**config.mk**
```make
export PLATFORM = sky130hd
export DESIGN_NAME = sls_device_end_flat
export DESIGN_NICKNAME = d
export VERILOG_FILES = /design/src/rtl/sls_pkg.sv /design/src/rtl/sls_sink_if.sv /design/src/rtl/sls_device_end.sv /design/src/flat_wrapper.sv
export SDC_FILE = /design/constraint.sdc
export NUM_CORES = 1
export LEC_CHECK = 0
export BUFFER_PORTS_ARGS = -buffer_cell sky130_fd_sc_hd__buf_2
export CAP_MARGIN = 5
export CORE_UTILIZATION = 44
export CTS_BUF_LIST = sky130_fd_sc_hd__clkbuf_8
export DETAILED_ROUTE_END_ITERATION = 6
export GPL_ROUTABILITY_DRIVEN = 1
export GPL_TIMING_DRIVEN = 0
export PLACE_DENSITY_LB_ADDON = 0.08
export SETUP_SLACK_MARGIN = 0.1
export SLEW_MARGIN = 20
export SYNTH_ARGS = -nofsm -noshare
export SYNTH_HDL_FRONTEND = slang
export SYNTH_SLANG_ARGS = --single-unit
```
**constraint.sdc**
```tcl
create_clock -name sys_clk -period 3.9 [get_ports sys_clk]
set_input_delay 0 -clock sys_clk [delete_from_list [all_inputs] [get_ports sys_clk]]
set_output_delay 0 -clock sys_clk [all_outputs]
set_load 0.02 [all_outputs]
```
**src/rtl/sls_pkg.sv**
```systemverilog
// constants shared by both ends of the streaming receive port
// assumes one system clock and a fixed lane count
package sls_pkg;
  localparam int LANES = 2;
  localparam int LANE_W = 64;
  localparam int DATA_W = LANE_W * LANES;
  localparam int SIDE_W = 8;
  localparam int ERR_W = LANES + 5;
  localparam int ERR_ALIGN = LANES;
  localparam int ERR_TIED = LANES + 1;
  localparam int ERR_OVF = LANES + 2;
  localparam int ERR_SEU_FIX = LANES + 3;
  localparam int ERR_SEU_BAD = LANES + 4;
  localparam int IRQ_W = 8;
  localparam int ACCEPT_LATENCY = 0;
  localparam logic [SIDE_W-1:0] SIDE_RST = 8'h00;
  localparam logic [DATA_W-1:0] DATA_RST = '0;
  localparam logic [ERR_W-1:0] ERR_RST = '0;
  localparam logic [SIDE_W-1:0] SIDE_SINGLE_LANE_END = 8'h00;
endpackage

```
**src/rtl/sls_sink_if.sv**
```systemverilog
// interface joining the receive port of the link core and its consumer
// assumes both ends run on the same sys_clk
`timescale 1ns/1ps
`default_nettype none
interface sls_sink_if;
  import sls_pkg::*;
  logic linkReady;
  logic [DATA_W-1:0] data;
  logic [SIDE_W-1:0] sideband;
  logic valid;
  logic burstFirstFlag;
  logic burstLastFlag;
  logic [ERR_W-1:0] error;
  logic ready;
  logic errIrq;
  modport dev (
    output linkReady, data, sideband, valid, burstFirstFlag, burstLastFlag, error, errIrq,
    input ready
  );
  modport usr (
    input linkReady, data, sideband, valid, burstFirstFlag, burstLastFlag, error, errIrq,
    output ready
  );
endinterface
`default_nettype wire

```
**src/rtl/sls_device_end.sv**
```systemverilog
// receive port of the streaming link core: one output slot with back-pressure
// assumes upstream deframer, status bits and reset sequencer share sys_clk
`timescale 1ns/1ps
`default_nettype none
module sls_device_end
  import sls_pkg::*;
(
  input wire logic sys_clk,
  input wire logic rst,
  sls_sink_if.dev snk,
  input wire logic initDone,
  input wire logic burstMode,
  input wire logic advancedClocking,
  input wire logic eccEnable,
  input wire logic [sls_pkg::DATA_W-1:0] upData,
  input wire logic upValid,
  output logic upReady,
  input wire logic upFirst,
  input wire logic upLast,
  input wire logic [sls_pkg::SIDE_W-1:0] upSideband,
  input wire logic [sls_pkg::SIDE_W-1:0] upInvalidWords,
  input wire logic [sls_pkg::LANES-1:0] upCrcErr,
  input wire logic upAlignLoss,
  input wire logic upOverflow,
  input wire logic upSeuFixed,
  input wire logic upSeuFatal,
  input wire logic [sls_pkg::IRQ_W-1:0] errStatus,
  input wire logic [sls_pkg::IRQ_W-1:0] errIrqEnable
);
  import sls_pkg::*;

  typedef struct packed {
    logic linkReady;
    logic valid;
    logic [DATA_W-1:0] data;
    logic [SIDE_W-1:0] sideband;
    logic first;
    logic last;
    logic [ERR_W-1:0] error;
    logic irq;
    logic seenFirst;
  } sls_dev_s;

  sls_dev_s cur;
  sls_dev_s next_cur;
  logic pop;
  logic take;

  // builds the error word for one accepted beat
  function automatic logic [ERR_W-1:0] slsErrWord(
    input logic [LANES-1:0] crc,
    input logic align,
    input logic ovf,
    input logic seuFix,
    input logic seuBad,
    input logic adv,
    input logic ecc
  );
    logic [ERR_W-1:0] w;
    w = ERR_RST;
    w[LANES-1:0] = crc;
    w[ERR_ALIGN] = align;
    w[ERR_TIED] = 1'b0;
    // upper bits driven low where they mean nothing, so stale junk never leaks
    if (!adv)
    begin
      w[ERR_OVF] = ovf;
      if (ecc)
      begin
        w[ERR_SEU_FIX] = seuFix;
        w[ERR_SEU_BAD] = seuBad;
      end
    end
    // advanced clocking leaves overflow and upset bits at zero
    return w;
  endfunction

  // in burst mode, sideband at the end of a burst carries the count of unused lane words
  function automatic logic [SIDE_W-1:0] slsSideWord(
    input logic lastBeat,
    input logic [SIDE_W-1:0] remote,
    input logic [SIDE_W-1:0] invalidWords
  );
    logic [SIDE_W-1:0] s;
    s = remote;
    if (lastBeat)
    begin
      if (LANES == 1)
      begin
        s = SIDE_SINGLE_LANE_END;
      end
      else
      begin
        s = invalidWords;
      end
    end
    return s;
  endfunction

  // zero accept latency: a held word leaves in the cycle ready is seen high
  assign pop = cur.valid && snk.ready;
  // limitation: upReady follows ready combinationally to keep full rate
  assign upReady = cur.linkReady && (!cur.valid || snk.ready);
  assign take = upValid && upReady;

  always_comb
  begin
    next_cur = cur;
    next_cur.linkReady = initDone;
    // interrupt is a level: high while any enabled status bit stands
    next_cur.irq = |(errStatus & errIrqEnable);
    if (pop)
    begin
      next_cur.valid = 1'b0;
    end
    if (take)
    begin
      next_cur.valid = 1'b1;
      next_cur.data = upData;
      next_cur.last = upLast;
      if (burstMode)
      begin
        next_cur.first = upFirst;
      end
      else
      begin
        // whole stream is one burst: only the very first word is marked
        next_cur.first = !cur.seenFirst;
      end
      next_cur.seenFirst = 1'b1;
      next_cur.sideband = slsSideWord(upLast && burstMode, upSideband, upInvalidWords);
      next_cur.error = slsErrWord(upCrcErr, upAlignLoss, upOverflow, upSeuFixed,
        upSeuFatal, advancedClocking, eccEnable);
    end
    else if (pop)
    begin
      // markers and errors cleared with valid so they never linger
      next_cur.first = 1'b0;
      next_cur.last = 1'b0;
      next_cur.error = ERR_RST;
    end
    if (!initDone)
    begin
      // losing initialization restarts continuous-mode first marking
      next_cur.valid = 1'b0;
      next_cur.first = 1'b0;
      next_cur.last = 1'b0;
      next_cur.error = ERR_RST;
      next_cur.seenFirst = 1'b0;
    end
  end

  // every stream output below changes only on sys_clk or on the asynchronous rst
  always_ff @(posedge sys_clk or posedge rst)
  begin
    if (rst)
    begin
      cur.linkReady <= 1'b0;
      cur.valid <= 1'b0;
      cur.data <= DATA_RST;
      cur.sideband <= SIDE_RST;
      cur.first <= 1'b0;
      cur.last <= 1'b0;
      cur.error <= ERR_RST;
      cur.irq <= 1'b0;
      cur.seenFirst <= 1'b0;
    end
    else
    begin
      cur <= next_cur;
    end
  end

  assign snk.linkReady = cur.linkReady;
  assign snk.valid = cur.valid;
  assign snk.data = cur.data;
  assign snk.sideband = cur.sideband;
  assign snk.burstFirstFlag = cur.first;
  assign snk.burstLastFlag = cur.last;
  assign snk.error = cur.error;
  assign snk.errIrq = cur.irq;

  // data and sideband are held while valid waits for ready, so a
  // consumer that stalls sees a stable word; the slot frees in the same
  // cycle it drains, which is what allows a back-to-back stream.
  // the consumer is trusted to hold ready across a burst; a drop
  // mid-burst only stalls here, nothing is lost or repeated.
  // when link ready is low the consumer throws the beat away.

endmodule
`default_nettype wire

```
**src/flat_wrapper.sv**
```systemverilog
// flat-port wrapper written by rule: the top's interface ports become plain ports
module sls_device_end_flat import sls_pkg::*;
  (sys_clk, rst, initDone, burstMode, advancedClocking, eccEnable, upData, upValid, upReady, upFirst, upLast, upSideband, upInvalidWords, upCrcErr, upAlignLoss, upOverflow, upSeuFixed, upSeuFatal, errStatus, errIrqEnable, snk_linkReady, snk_data, snk_sideband, snk_valid, snk_burstFirstFlag, snk_burstLastFlag, snk_error, snk_errIrq, snk_ready);
  sls_sink_if snk_i ();
  input wire logic sys_clk;
  input wire logic rst;
  input wire logic initDone;
  input wire logic burstMode;
  input wire logic advancedClocking;
  input wire logic eccEnable;
  input wire logic [sls_pkg::DATA_W-1:0] upData;
  input wire logic upValid;
  output logic upReady;
  input wire logic upFirst;
  input wire logic upLast;
  input wire logic [sls_pkg::SIDE_W-1:0] upSideband;
  input wire logic [sls_pkg::SIDE_W-1:0] upInvalidWords;
  input wire logic [sls_pkg::LANES-1:0] upCrcErr;
  input wire logic upAlignLoss;
  input wire logic upOverflow;
  input wire logic upSeuFixed;
  input wire logic upSeuFatal;
  input wire logic [sls_pkg::IRQ_W-1:0] errStatus;
  input wire logic [sls_pkg::IRQ_W-1:0] errIrqEnable;
  output wire logic [$bits(snk_i.linkReady)-1:0] snk_linkReady;
  output wire logic [$bits(snk_i.data)-1:0] snk_data;
  output wire logic [$bits(snk_i.sideband)-1:0] snk_sideband;
  output wire logic [$bits(snk_i.valid)-1:0] snk_valid;
  output wire logic [$bits(snk_i.burstFirstFlag)-1:0] snk_burstFirstFlag;
  output wire logic [$bits(snk_i.burstLastFlag)-1:0] snk_burstLastFlag;
  output wire logic [$bits(snk_i.error)-1:0] snk_error;
  output wire logic [$bits(snk_i.errIrq)-1:0] snk_errIrq;
  input wire logic [$bits(snk_i.ready)-1:0] snk_ready;
  assign snk_linkReady = snk_i.linkReady;
  assign snk_data = snk_i.data;
  assign snk_sideband = snk_i.sideband;
  assign snk_valid = snk_i.valid;
  assign snk_burstFirstFlag = snk_i.burstFirstFlag;
  assign snk_burstLastFlag = snk_i.burstLastFlag;
  assign snk_error = snk_i.error;
  assign snk_errIrq = snk_i.errIrq;
  assign snk_i.ready = snk_ready;
  sls_device_end u_core (.sys_clk(sys_clk), .rst(rst), .snk(snk_i), .initDone(initDone), .burstMode(burstMode), .advancedClocking(advancedClocking), .eccEnable(eccEnable), .upData(upData), .upValid(upValid), .upReady(upReady), .upFirst(upFirst), .upLast(upLast), .upSideband(upSideband), .upInvalidWords(upInvalidWords), .upCrcErr(upCrcErr), .upAlignLoss(upAlignLoss), .upOverflow(upOverflow), .upSeuFixed(upSeuFixed), .upSeuFatal(upSeuFatal), .errStatus(errStatus), .errIrqEnable(errIrqEnable));
endmodule
```
==> run metrics, run 1 <==
outcome finished, final reports clean; Die Area 16,330 um^2; multi-input logic area 2051 um^2; clock skew 0.009779 ns; Core Region 15,310 um^2; Peak VDD IR 204.2 uV; Congestion Overflow GR 0; initial antenna violation count 0; post-route setup slack 1.942 ns; ANT nets after route 0; Critical R2R Launch u_core.snk.valid; Avg Cell Area, Syn 14.56 um^2; H-tree depth 4; vias in the first global route 5,723; first-pass GRT wire length 29,130 um; largest net degree at the start of global routing 32; boundary pin count 325; Metal-1 WL 6920 um; CTS Root Cell clkbuf_8; post-CTS resize count 0; drt drc 0; post-route cell area 10,930 um^2; Synth Warn # 0; PortBufs 323; MaxCap Viol Count 0; synthesized cell area 6960 um^2; Iter 0 DRT Violations 140; Cell Rows 45; DR pass1 iterations 4; DP Worst Slack 2.186 ns; # fillers 1,068; utilization after layout 0.7134; Die W 127.8 um; Max Slew Vio Count 0; Die H 127.8 um; Setup Viol. Count Final 0; Leak 5.593 nW; reg2reg end u_core.snk.error[5]; CTS tree built; Least-Margin Pin Slew 0.5617 ns; TritonCTS Sinks 148; layout cells sized above 1 0.6533; worst path arrival time 2.34 ns; Clock transition at path regs 0.08 ns; dpl hpwl 12,760 um; metal3 WL 1528 um; crit-path max FO 9; Final period util 0.5021; global-route usage over all layers 0.2358; Via density 4.399; Final Hold Viols 0; CTS Buf Count 17; Power Dens Cells 415.8 nW/um^2; CP Class input port to flop; Total Routed Length 18,830 um; final net count 1,164; Worst Setup End Kind flop; routed vias 5,332; max frequency 0.5107 GHz; top layer in use met4; Hold Crit Class input port to async pin; P&R area growth vs syn 56.97%; commonest non-fill, non-tap cells in the layout buf_2, dlygate4sd3_1, dfrtp_1; syn nets 654; routed wire length per instance 15.54 um; Reg2Reg Setup Slack 1.95 ns; CP Launch Type input port; Worst Path Required 4.28 ns; leading cell type in the layout, fill and taps excluded buf_2; total negative slack 0 ns; Syn Inst Count 478; RSZ-0062 raised after global routing no; Initial Util 0.4545; Clock Path Buffers 2; top post-synthesis cells by area dfrtp_1, buf_4, mux2_2; Reg2Reg Depth 4; register area share after synthesis 0.5321; sequential cell area 3704 um^2; Slew Limit Headroom 0.6203; antenna fix cells 0; Clock Latency Late Sink 0.44 ns; post-layout minimum cycle time 1.958 ns; GPL Wtd Cong 0.7479; met2 WL post-DR 9828 um; Yosys top cell by area dfrtp_1; Synth top area share 0.5321; Post-DP Area 8952 um^2; Synth cell types 22; number of synthesized register bits 148
## worst max-delay path by stage
stage	startpoint	to	slack, ns	depth (start not counted)
3_5_place_dp	u_core.snk.valid	u_core.snk.data[62]	2.19	5
5_1_grt	initDone	u_core.snk.error[5]	1.78	6
2_1_floorplan	rst	u_core.cur[0]	2.04	1
6_report	initDone	u_core.snk.error[5]	1.94	6
4_1_cts	u_core.snk.valid	u_core.snk.error[6]	1.97	4
3_3_place_gp	rst	u_core.snk.data[13]	1.10	2
## repair_timing
action                                 CTS  global route
hold buffers                           163             0
setup buffers                            0             0
endpoints found under the hold margin  237             0
## cells in the mapped netlist, drive strengths merged
library cell and instances:
a22o 1, a22oi 4, a32o 7, buf 158, clkbuf 1, conb 1, dfrtp 148, inv 1
mux2 144, nand2 4, nand4 1, nor2 1, nor2b 2, nor4b 1, o211a 1, o21a 2
o21ai 1
## cell type report
type | instances | share of cell area
well taps | 211 | 0.02416
multi-input cells | 170 | 0.1877
plain buffers | 159 | 0.1101
clock buffers | 19 | 0.02393
clock inverters | 13 | 0.007329
flip-flops and latches | 148 | 0.3390
inverters | 1 | 0.0006871
repair buffers | 491 | 0.3071
## registers in the layout, summed over array words and instances (netlist names)
| signal | cells |
|---|---|
| u_core.snk.sideband | 8 |
| u_core.snk.data | 128 |
| u_core.snk.valid | 1 |
| u_core.snk.errIrq | 1 |
| u_core.cur | 1 |
| u_core.snk.linkReady | 1 |
| u_core.snk.burstLastFlag | 1 |
| u_core.snk.error | 6 |
| u_core.snk.burstFirstFlag | 1 |
## critical path, cell delays in order
cell and delay (ns):
dlygate4sd3_1 0.54, buf_2 0.11, clkbuf_1 0.35, nor4b_1 0.53
a32o_1 0.25, dlygate4sd3_1 0.55
## per-stage QoR
stage          power (mW)  instances  hold WS (ns)
4_1_cts             4.570       1212        0.1072
3_5_place_dp        3.364       1017       0.05210
6_report            4.542       1212        0.1536
5_1_grt             4.771       1212        0.1587
3_3_place_gp        3.320       1012        0.1232
2_1_floorplan       2.930        478       0.03143
## power by group
| group | total [mW] | switching [mW] | leakage, nW | internal (mW) |
|---|---|---|---|---|
| clock network | 1.06 | 0.546 | 0.209 | 0.515 |
| registers | 1.91 | 0.136 | 1.75 | 1.77 |
| logic | 1.57 | 0.683 | 3.63 | 0.888 |
## metal layers
layer	vias up	GRT usage
met5	-	0
met4	0	0.09412
met3	37	0.08013
met2	235	0.4274
met1	2559	0.2506
li1	2501	-
## cells by family after synthesis
kind of cell	Yosys count	synth area share
simple gates	9	0.008808
buf+inv	160	0.1733
compound gates	16	0.01995
mux	144	0.2653
other cells	1	0.0005388
flops	148	0.5321
Note: power is estimated with default switching activity, not from simulation.
==> inputs of run 2 (changes only) <==
Settings changed: CORE_AREA set to 2 2 128 130, CORE_UTILIZATION 44 to unset, DIE_AREA set to 0 0 130 132.
Clock period 3.9 ns to 2 ns, I/O delays scaled along.
==> run 2 against run 1 <==
First-iteration DRC count shrank 20%. Sequential power grew 95%. Global-route usage shrank 1.1 points. Utilization shrank 1.8 points. Sequential share of layout area is essentially flat. Setup slack lost 1.7 ns. Clock-buffer cell count is the same. Via count shrank 0.47%. Critical path depth shrank 2. Critical path type is now flop to flop. Critical endpoint is now u_core.snk.error[4].
==> run metrics, run 2 (synthesized netlist as in run 1, its figures left out) <==
sequential share of power 0.425; Int Pwr 6.085 mW; biggest regs u_core.snk.data (128), u_core.snk.sideband (8), u_core.snk.error (6); Total Routed Length 19,130 um; CTS Root Cell clkbuf_8; Clock Path Buffers 2; setup bufs post-CTS 0; H-tree depth 4; DR pass1 iterations 4; max FFs per register 128; Final period util 0.8980; Iter 0 DRT Violations 112; layout cells sized above 1 0.6623; PortBufs 323; total negative slack 0 ns; antenna fix cells 0; Net Sw Power 2.692 mW; outcome finished, final reports clean; clock skew 0.008902 ns; Max Slew Vio Count 0; drt drc 0; first-pass GRT wire length 29,750 um; Worst path max stage delay 0.55 ns; initial antenna violation count 0; CP Launch Type flop; Setup Viol. Count Final 0; Pwr Total 8.777 mW; leading cell type in the layout, fill and taps excluded buf_2; Slew Limit Headroom 0.5473; boundary pin count 325; Clock transition at path regs 0.08 ns; Clock power frac 0.224; Core Region 15,710 um^2; global-route usage over all layers 0.2252; Least-Margin Pin Slew 0.6776 ns; Final Hold Viols 0; Die H 132 um; Worst Path Required 2.33 ns; Die Area 17,160 um^2; Cell Rows 46; post-route cell area 10,930 um^2; P&R area growth vs syn 57.04%; Power Dens Cells 803.0 nW/um^2; max frequency 0.5568 GHz; crit-path cells nand2_1 > o211a_1 > a22o_1 > dlygate4sd3_1; Largest Register u_core.snk.data; MaxCap Viol Count 0; Peak VDD IR 400.0 uV; crit-path max FO 8; CTS tree built; Comb power frac 0.351; Post-DP Area 8974 um^2; Hold Crit Class input port to flop; CP Class flop to flop; CP max-delay cell dlygate4sd3_1; sequential cell area 3704 um^2; ANT nets after route 0; routed wire length per instance 15.75 um; WP buf/inv 1; Congestion Overflow GR 0; Via density 4.371; largest net degree at the start of global routing 30; # fillers 1,114; multi-input logic area 2059 um^2; CTS Buf Count 17; Top delay family on crit path compound AO/OA/AOI/OAI gates; routed vias 5,307; vias in the first global route 5,992; TritonCTS Sinks 148; Leak 5.554 nW; Clock Latency Late Sink 0.44 ns; Worst Setup End Kind flop; worst path arrival time 2.12 ns; post-layout minimum cycle time 1.796 ns; switching part of the total 0.3067; Initial Util 0.4430; final net count 1,163; GPL Wtd Cong 0.7866; dpl hpwl 13,210 um; Die W 130 um; RSZ-0062 raised after global routing no; commonest non-fill, non-tap cells in the layout buf_2, dlygate4sd3_1, dfrtp_1
[run 2: cell count changes in the layout (fill, tap and decap cells not counted), sizes merged]
cell and delta:
inv -7, dlygate4sd3 -1, bufinv -1, clkinvlp +3
clkinv +3
[run 2: final cells by class]
cell class | count | area share
Clock inverter | 11 | 0.005952
Sequential cell | 148 | 0.3388
Buffer | 159 | 0.1100
Timing Repair Buffer | 490 | 0.3075
Clock buffer | 19 | 0.02392
Tap cell | 216 | 0.02473
Inverter | 1 | 0.0006868
Multi-Input combinational cell | 170 | 0.1884
[run 2: stage by stage]
stage / setup slack (ns) / util / instances / hold slack [ns]
2_1_floorplan: 0.1390 / - / 478 / 0.03143
3_3_place_gp: -0.7563 / 0.5633 / 1017 / 0.1230
3_5_place_dp: 0.2921 / 0.5711 / 1022 / 0.1255
4_1_cts: 0.1586 / 0.6951 / 1214 / 0.005023
5_1_grt: 0.1405 / 0.6957 / 1214 / 0.06164
6_report: 0.2039 / 0.6957 / 1214 / 0.04738
[run 2: worst register-to-register path, stage by stage (launching register included)]
cell	delay (ns)
dfrtp_1	0.38
nand2_1	0.14
o211a_1	0.35
a22o_1	0.26
dlygate4sd3_1	0.55
[run 2: routing by layer]
| layer | global-route usage | routed length (um) | vias up | share of wire |
|---|---|---|---|---|
| li1 | - | - | 2502 | - |
| met3 | 0.06331 | 1361 | 37 | 0.071 |
| met5 | 0 | 0 | - | 0 |
| met2 | 0.4191 | 10210 | 233 | 0.53 |
| met1 | 0.2324 | 7035 | 2535 | 0.37 |
| met4 | 0.09498 | 518 | 0 | 0.027 |
[run 2: worst paths after layout]
kind	slack, ns	cells after the start	to	from
worst max-delay path	0.20	4	u_core.snk.error[4]	u_core.snk.linkReady
worst min register to register	0.50	1	u_core.snk.error[1]	u_core.snk.error[1]
worst min-delay path	0.05	3	u_core.snk.burstFirstFlag	burstMode
min in group asynchronous	0.21	3	u_core.snk.data[81]	rst
worst max register to register	0.20	4	u_core.snk.error[4]	u_core.snk.linkReady
max in group asynchronous	0.79	6	u_core.snk.data[105]	rst
[run 2: power by group through the flow]
stage / Clock (mW) / Combinational, mW / Sequential [mW]
global placement: 0 / 2.75 / 3.75
floorplan: 0 / 2.02 / 3.70
detailed placement: 0 / 2.82 / 3.76
CTS: 2.05 / 3.08 / 3.72
global route: 2.18 / 3.27 / 3.78
finish: 1.97 / 3.08 / 3.73
[run 2: what timing repair did]
item                                   in CTS  in global routing
hold buffers                              162                  0
endpoints found under the hold margin     173                  0
setup endpoints to repair                   0                  7
gates resized for setup                     0                  2
==> inputs of run 3 (changes only) <==
Settings changed: RECOVER_POWER set to 25.
==> run 3 against run 2 <==
Sequential cell count unchanged. Global-route usage unchanged. Non-clock buffer count did not move. Clock-buffer cell count unchanged. Sequential share of layout area hardly changed. Hold slack hardly changed. Routed wire length is essentially flat. Largest cell class unchanged. Final cell count stayed put. Sequential power about the same.
==> run metrics, run 3 (synthesized netlist as in run 1, its figures left out) <==
Die Area 17,160 um^2; max FFs per register 128; H-tree depth 4; CP Class flop to flop; Setup Viol. Count Final 0; post-layout minimum cycle time 1.800 ns; Clock transition at path regs 0.08 ns; Post-DP Area 8974 um^2; TritonCTS Sinks 148; Leak 5.526 nW; CTS Root Cell clkbuf_8; final net count 1,163; Int Pwr 6.081 mW; crit-path cells nand2_1 > o211a_1 > a22o_1 > dlygate4sd3_1; boundary pin count 325; Clock Latency Late Sink 0.44 ns; Core Region 15,710 um^2; Via density 4.367; initial antenna violation count 0; Largest Register u_core.snk.data; post-route cell area 10,920 um^2; Worst Path Required 2.33 ns; Die H 132 um; MaxCap Viol Count 0; DP Worst Slack 0.2921 ns; first-pass GRT wire length 29,750 um; outcome finished, final reports clean; # fillers 1,120; sequential cell area 3704 um^2; biggest regs u_core.snk.data (128), u_core.snk.sideband (8), u_core.snk.error (6); Max Slew Vio Count 0; post-route setup slack 0.2005 ns; Final Hold Viols 0; RSZ-0062 raised after global routing no; setup bufs post-CTS 0; P&R area growth vs syn 56.84%; crit-path max FO 8; Cell Rows 46; ANT nets after route 0; Congestion Overflow GR 0; clock skew 0.008506 ns; Clock Path Buffers 2; DR pass1 iterations 6; global-route usage over all layers 0.2252; leading cell type in the layout, fill and taps excluded buf_2; Worst path max stage delay 0.55 ns; CP Launch Type flop; drt drc 0; Net Sw Power 2.692 mW; Hold Crit Class input port to flop; Worst Setup End Kind flop; Peak VDD IR 399.9 uV; Die W 130 um; Final period util 0.8998; Total Routed Length 19,110 um; Initial Util 0.4430; routed vias 5,302; GPL Wtd Cong 0.7866; worst path arrival time 2.13 ns; Clock power frac 0.224; multi-input logic area 2059 um^2; layout cells sized above 1 0.6533; vias in the first global route 5,992; largest net degree at the start of global routing 30; Least-Margin Pin Slew 1.374 ns; antenna fix cells 0; max frequency 0.5557 GHz; sequential share of power 0.425; Hold WS 0.04732 ns; CTS tree built; Iter 0 DRT Violations 122; switching part of the total 0.3069; PortBufs 323; CP max-delay cell dlygate4sd3_1; commonest non-fill, non-tap cells in the layout buf_2, dlygate4sd3_1, dfrtp_1; dpl hpwl 13,210 um; Top delay family on crit path compound AO/OA/AOI/OAI gates; Slew Limit Headroom 0.07917; Power Dens Cells 803.7 nW/um^2; CTS Buf Count 17; total negative slack 0 ns; routed wire length per instance 15.74 um; Comb power frac 0.351; WP buf/inv 1
[run 3: changes by cell type in the layout (fill, tap and decap cells not counted), sizes merged]
cell    delta
buf        -9
clkbuf     +9
[run 3: timing repair]
| item | in CTS | in global routing |
|---|---|---|
| hold buffers | 162 | 0 |
| resized for setup | 0 | 2 |
| setup endpoints to repair | 0 | 7 |
| endpoints found under the hold margin | 173 | 0 |
[run 3: power groups by stage]
| stage | clock network [mW] | registers [mW] | logic, mW |
|---|---|---|---|
| 6_report | 1.97 | 3.73 | 3.08 |
| 5_1_grt | 2.18 | 3.78 | 3.27 |
| 4_1_cts | 2.05 | 3.72 | 3.08 |
| 3_5_place_dp | 0 | 3.76 | 2.82 |
| 3_3_place_gp | 0 | 3.75 | 2.75 |
| 2_1_floorplan | 0 | 3.70 | 2.02 |
[run 3: cell type report]
class	instances	share of cell area
Sequential cell	148	0.3393
Timing Repair Buffer	490	0.3068
Multi-Input combinational cell	170	0.1887
Buffer	159	0.1101
Tap cell	216	0.02476
Clock buffer	19	0.02395
Clock inverter	11	0.005960
Inverter	1	0.0004585
[run 3: per-stage QoR]
step / std cells / total power [mW] / util
after CTS: 1214 / 8.849 / 0.6951
after detailed placement: 1022 / 6.587 / 0.5711
after floorplan: 478 / 5.713 / -
after global routing: 1214 / 9.235 / 0.6948
after global placement: 1017 / 6.498 / 0.5633
final: 1214 / 8.774 / 0.6948
[run 3: worst reg2reg max path, cell delays in order, from the launching register on]
cell and delay [ns]:
dfrtp_1 0.38, nand2_1 0.14, o211a_1 0.35, a22o_1 0.26
dlygate4sd3_1 0.55
[run 3: metal layers]
layer / part of all wire / vias up / track usage
li1: - / 2502 / -
met1: 0.37 / 2528 / 0.2324
met2: 0.53 / 235 / 0.4191
met3: 0.071 / 37 / 0.06331
met4: 0.027 / 0 / 0.09498
met5: 0 / - / 0
[run 3: final timing paths]
kind / startpoint / to / slack [ns] / depth (start not counted)
hold reg to reg: u_core.snk.error[1] / u_core.snk.error[1] / 0.50 / 1
max in group asynchronous: rst / u_core.snk.data[105] / 0.45 / 6
setup reg to reg: u_core.snk.linkReady / u_core.snk.error[4] / 0.20 / 4
min in group asynchronous: rst / u_core.snk.data[81] / 0.41 / 3
setup / recovery: u_core.snk.linkReady / u_core.snk.error[4] / 0.20 / 4
hold / removal: burstMode / u_core.snk.burstFirstFlag / 0.05 / 3
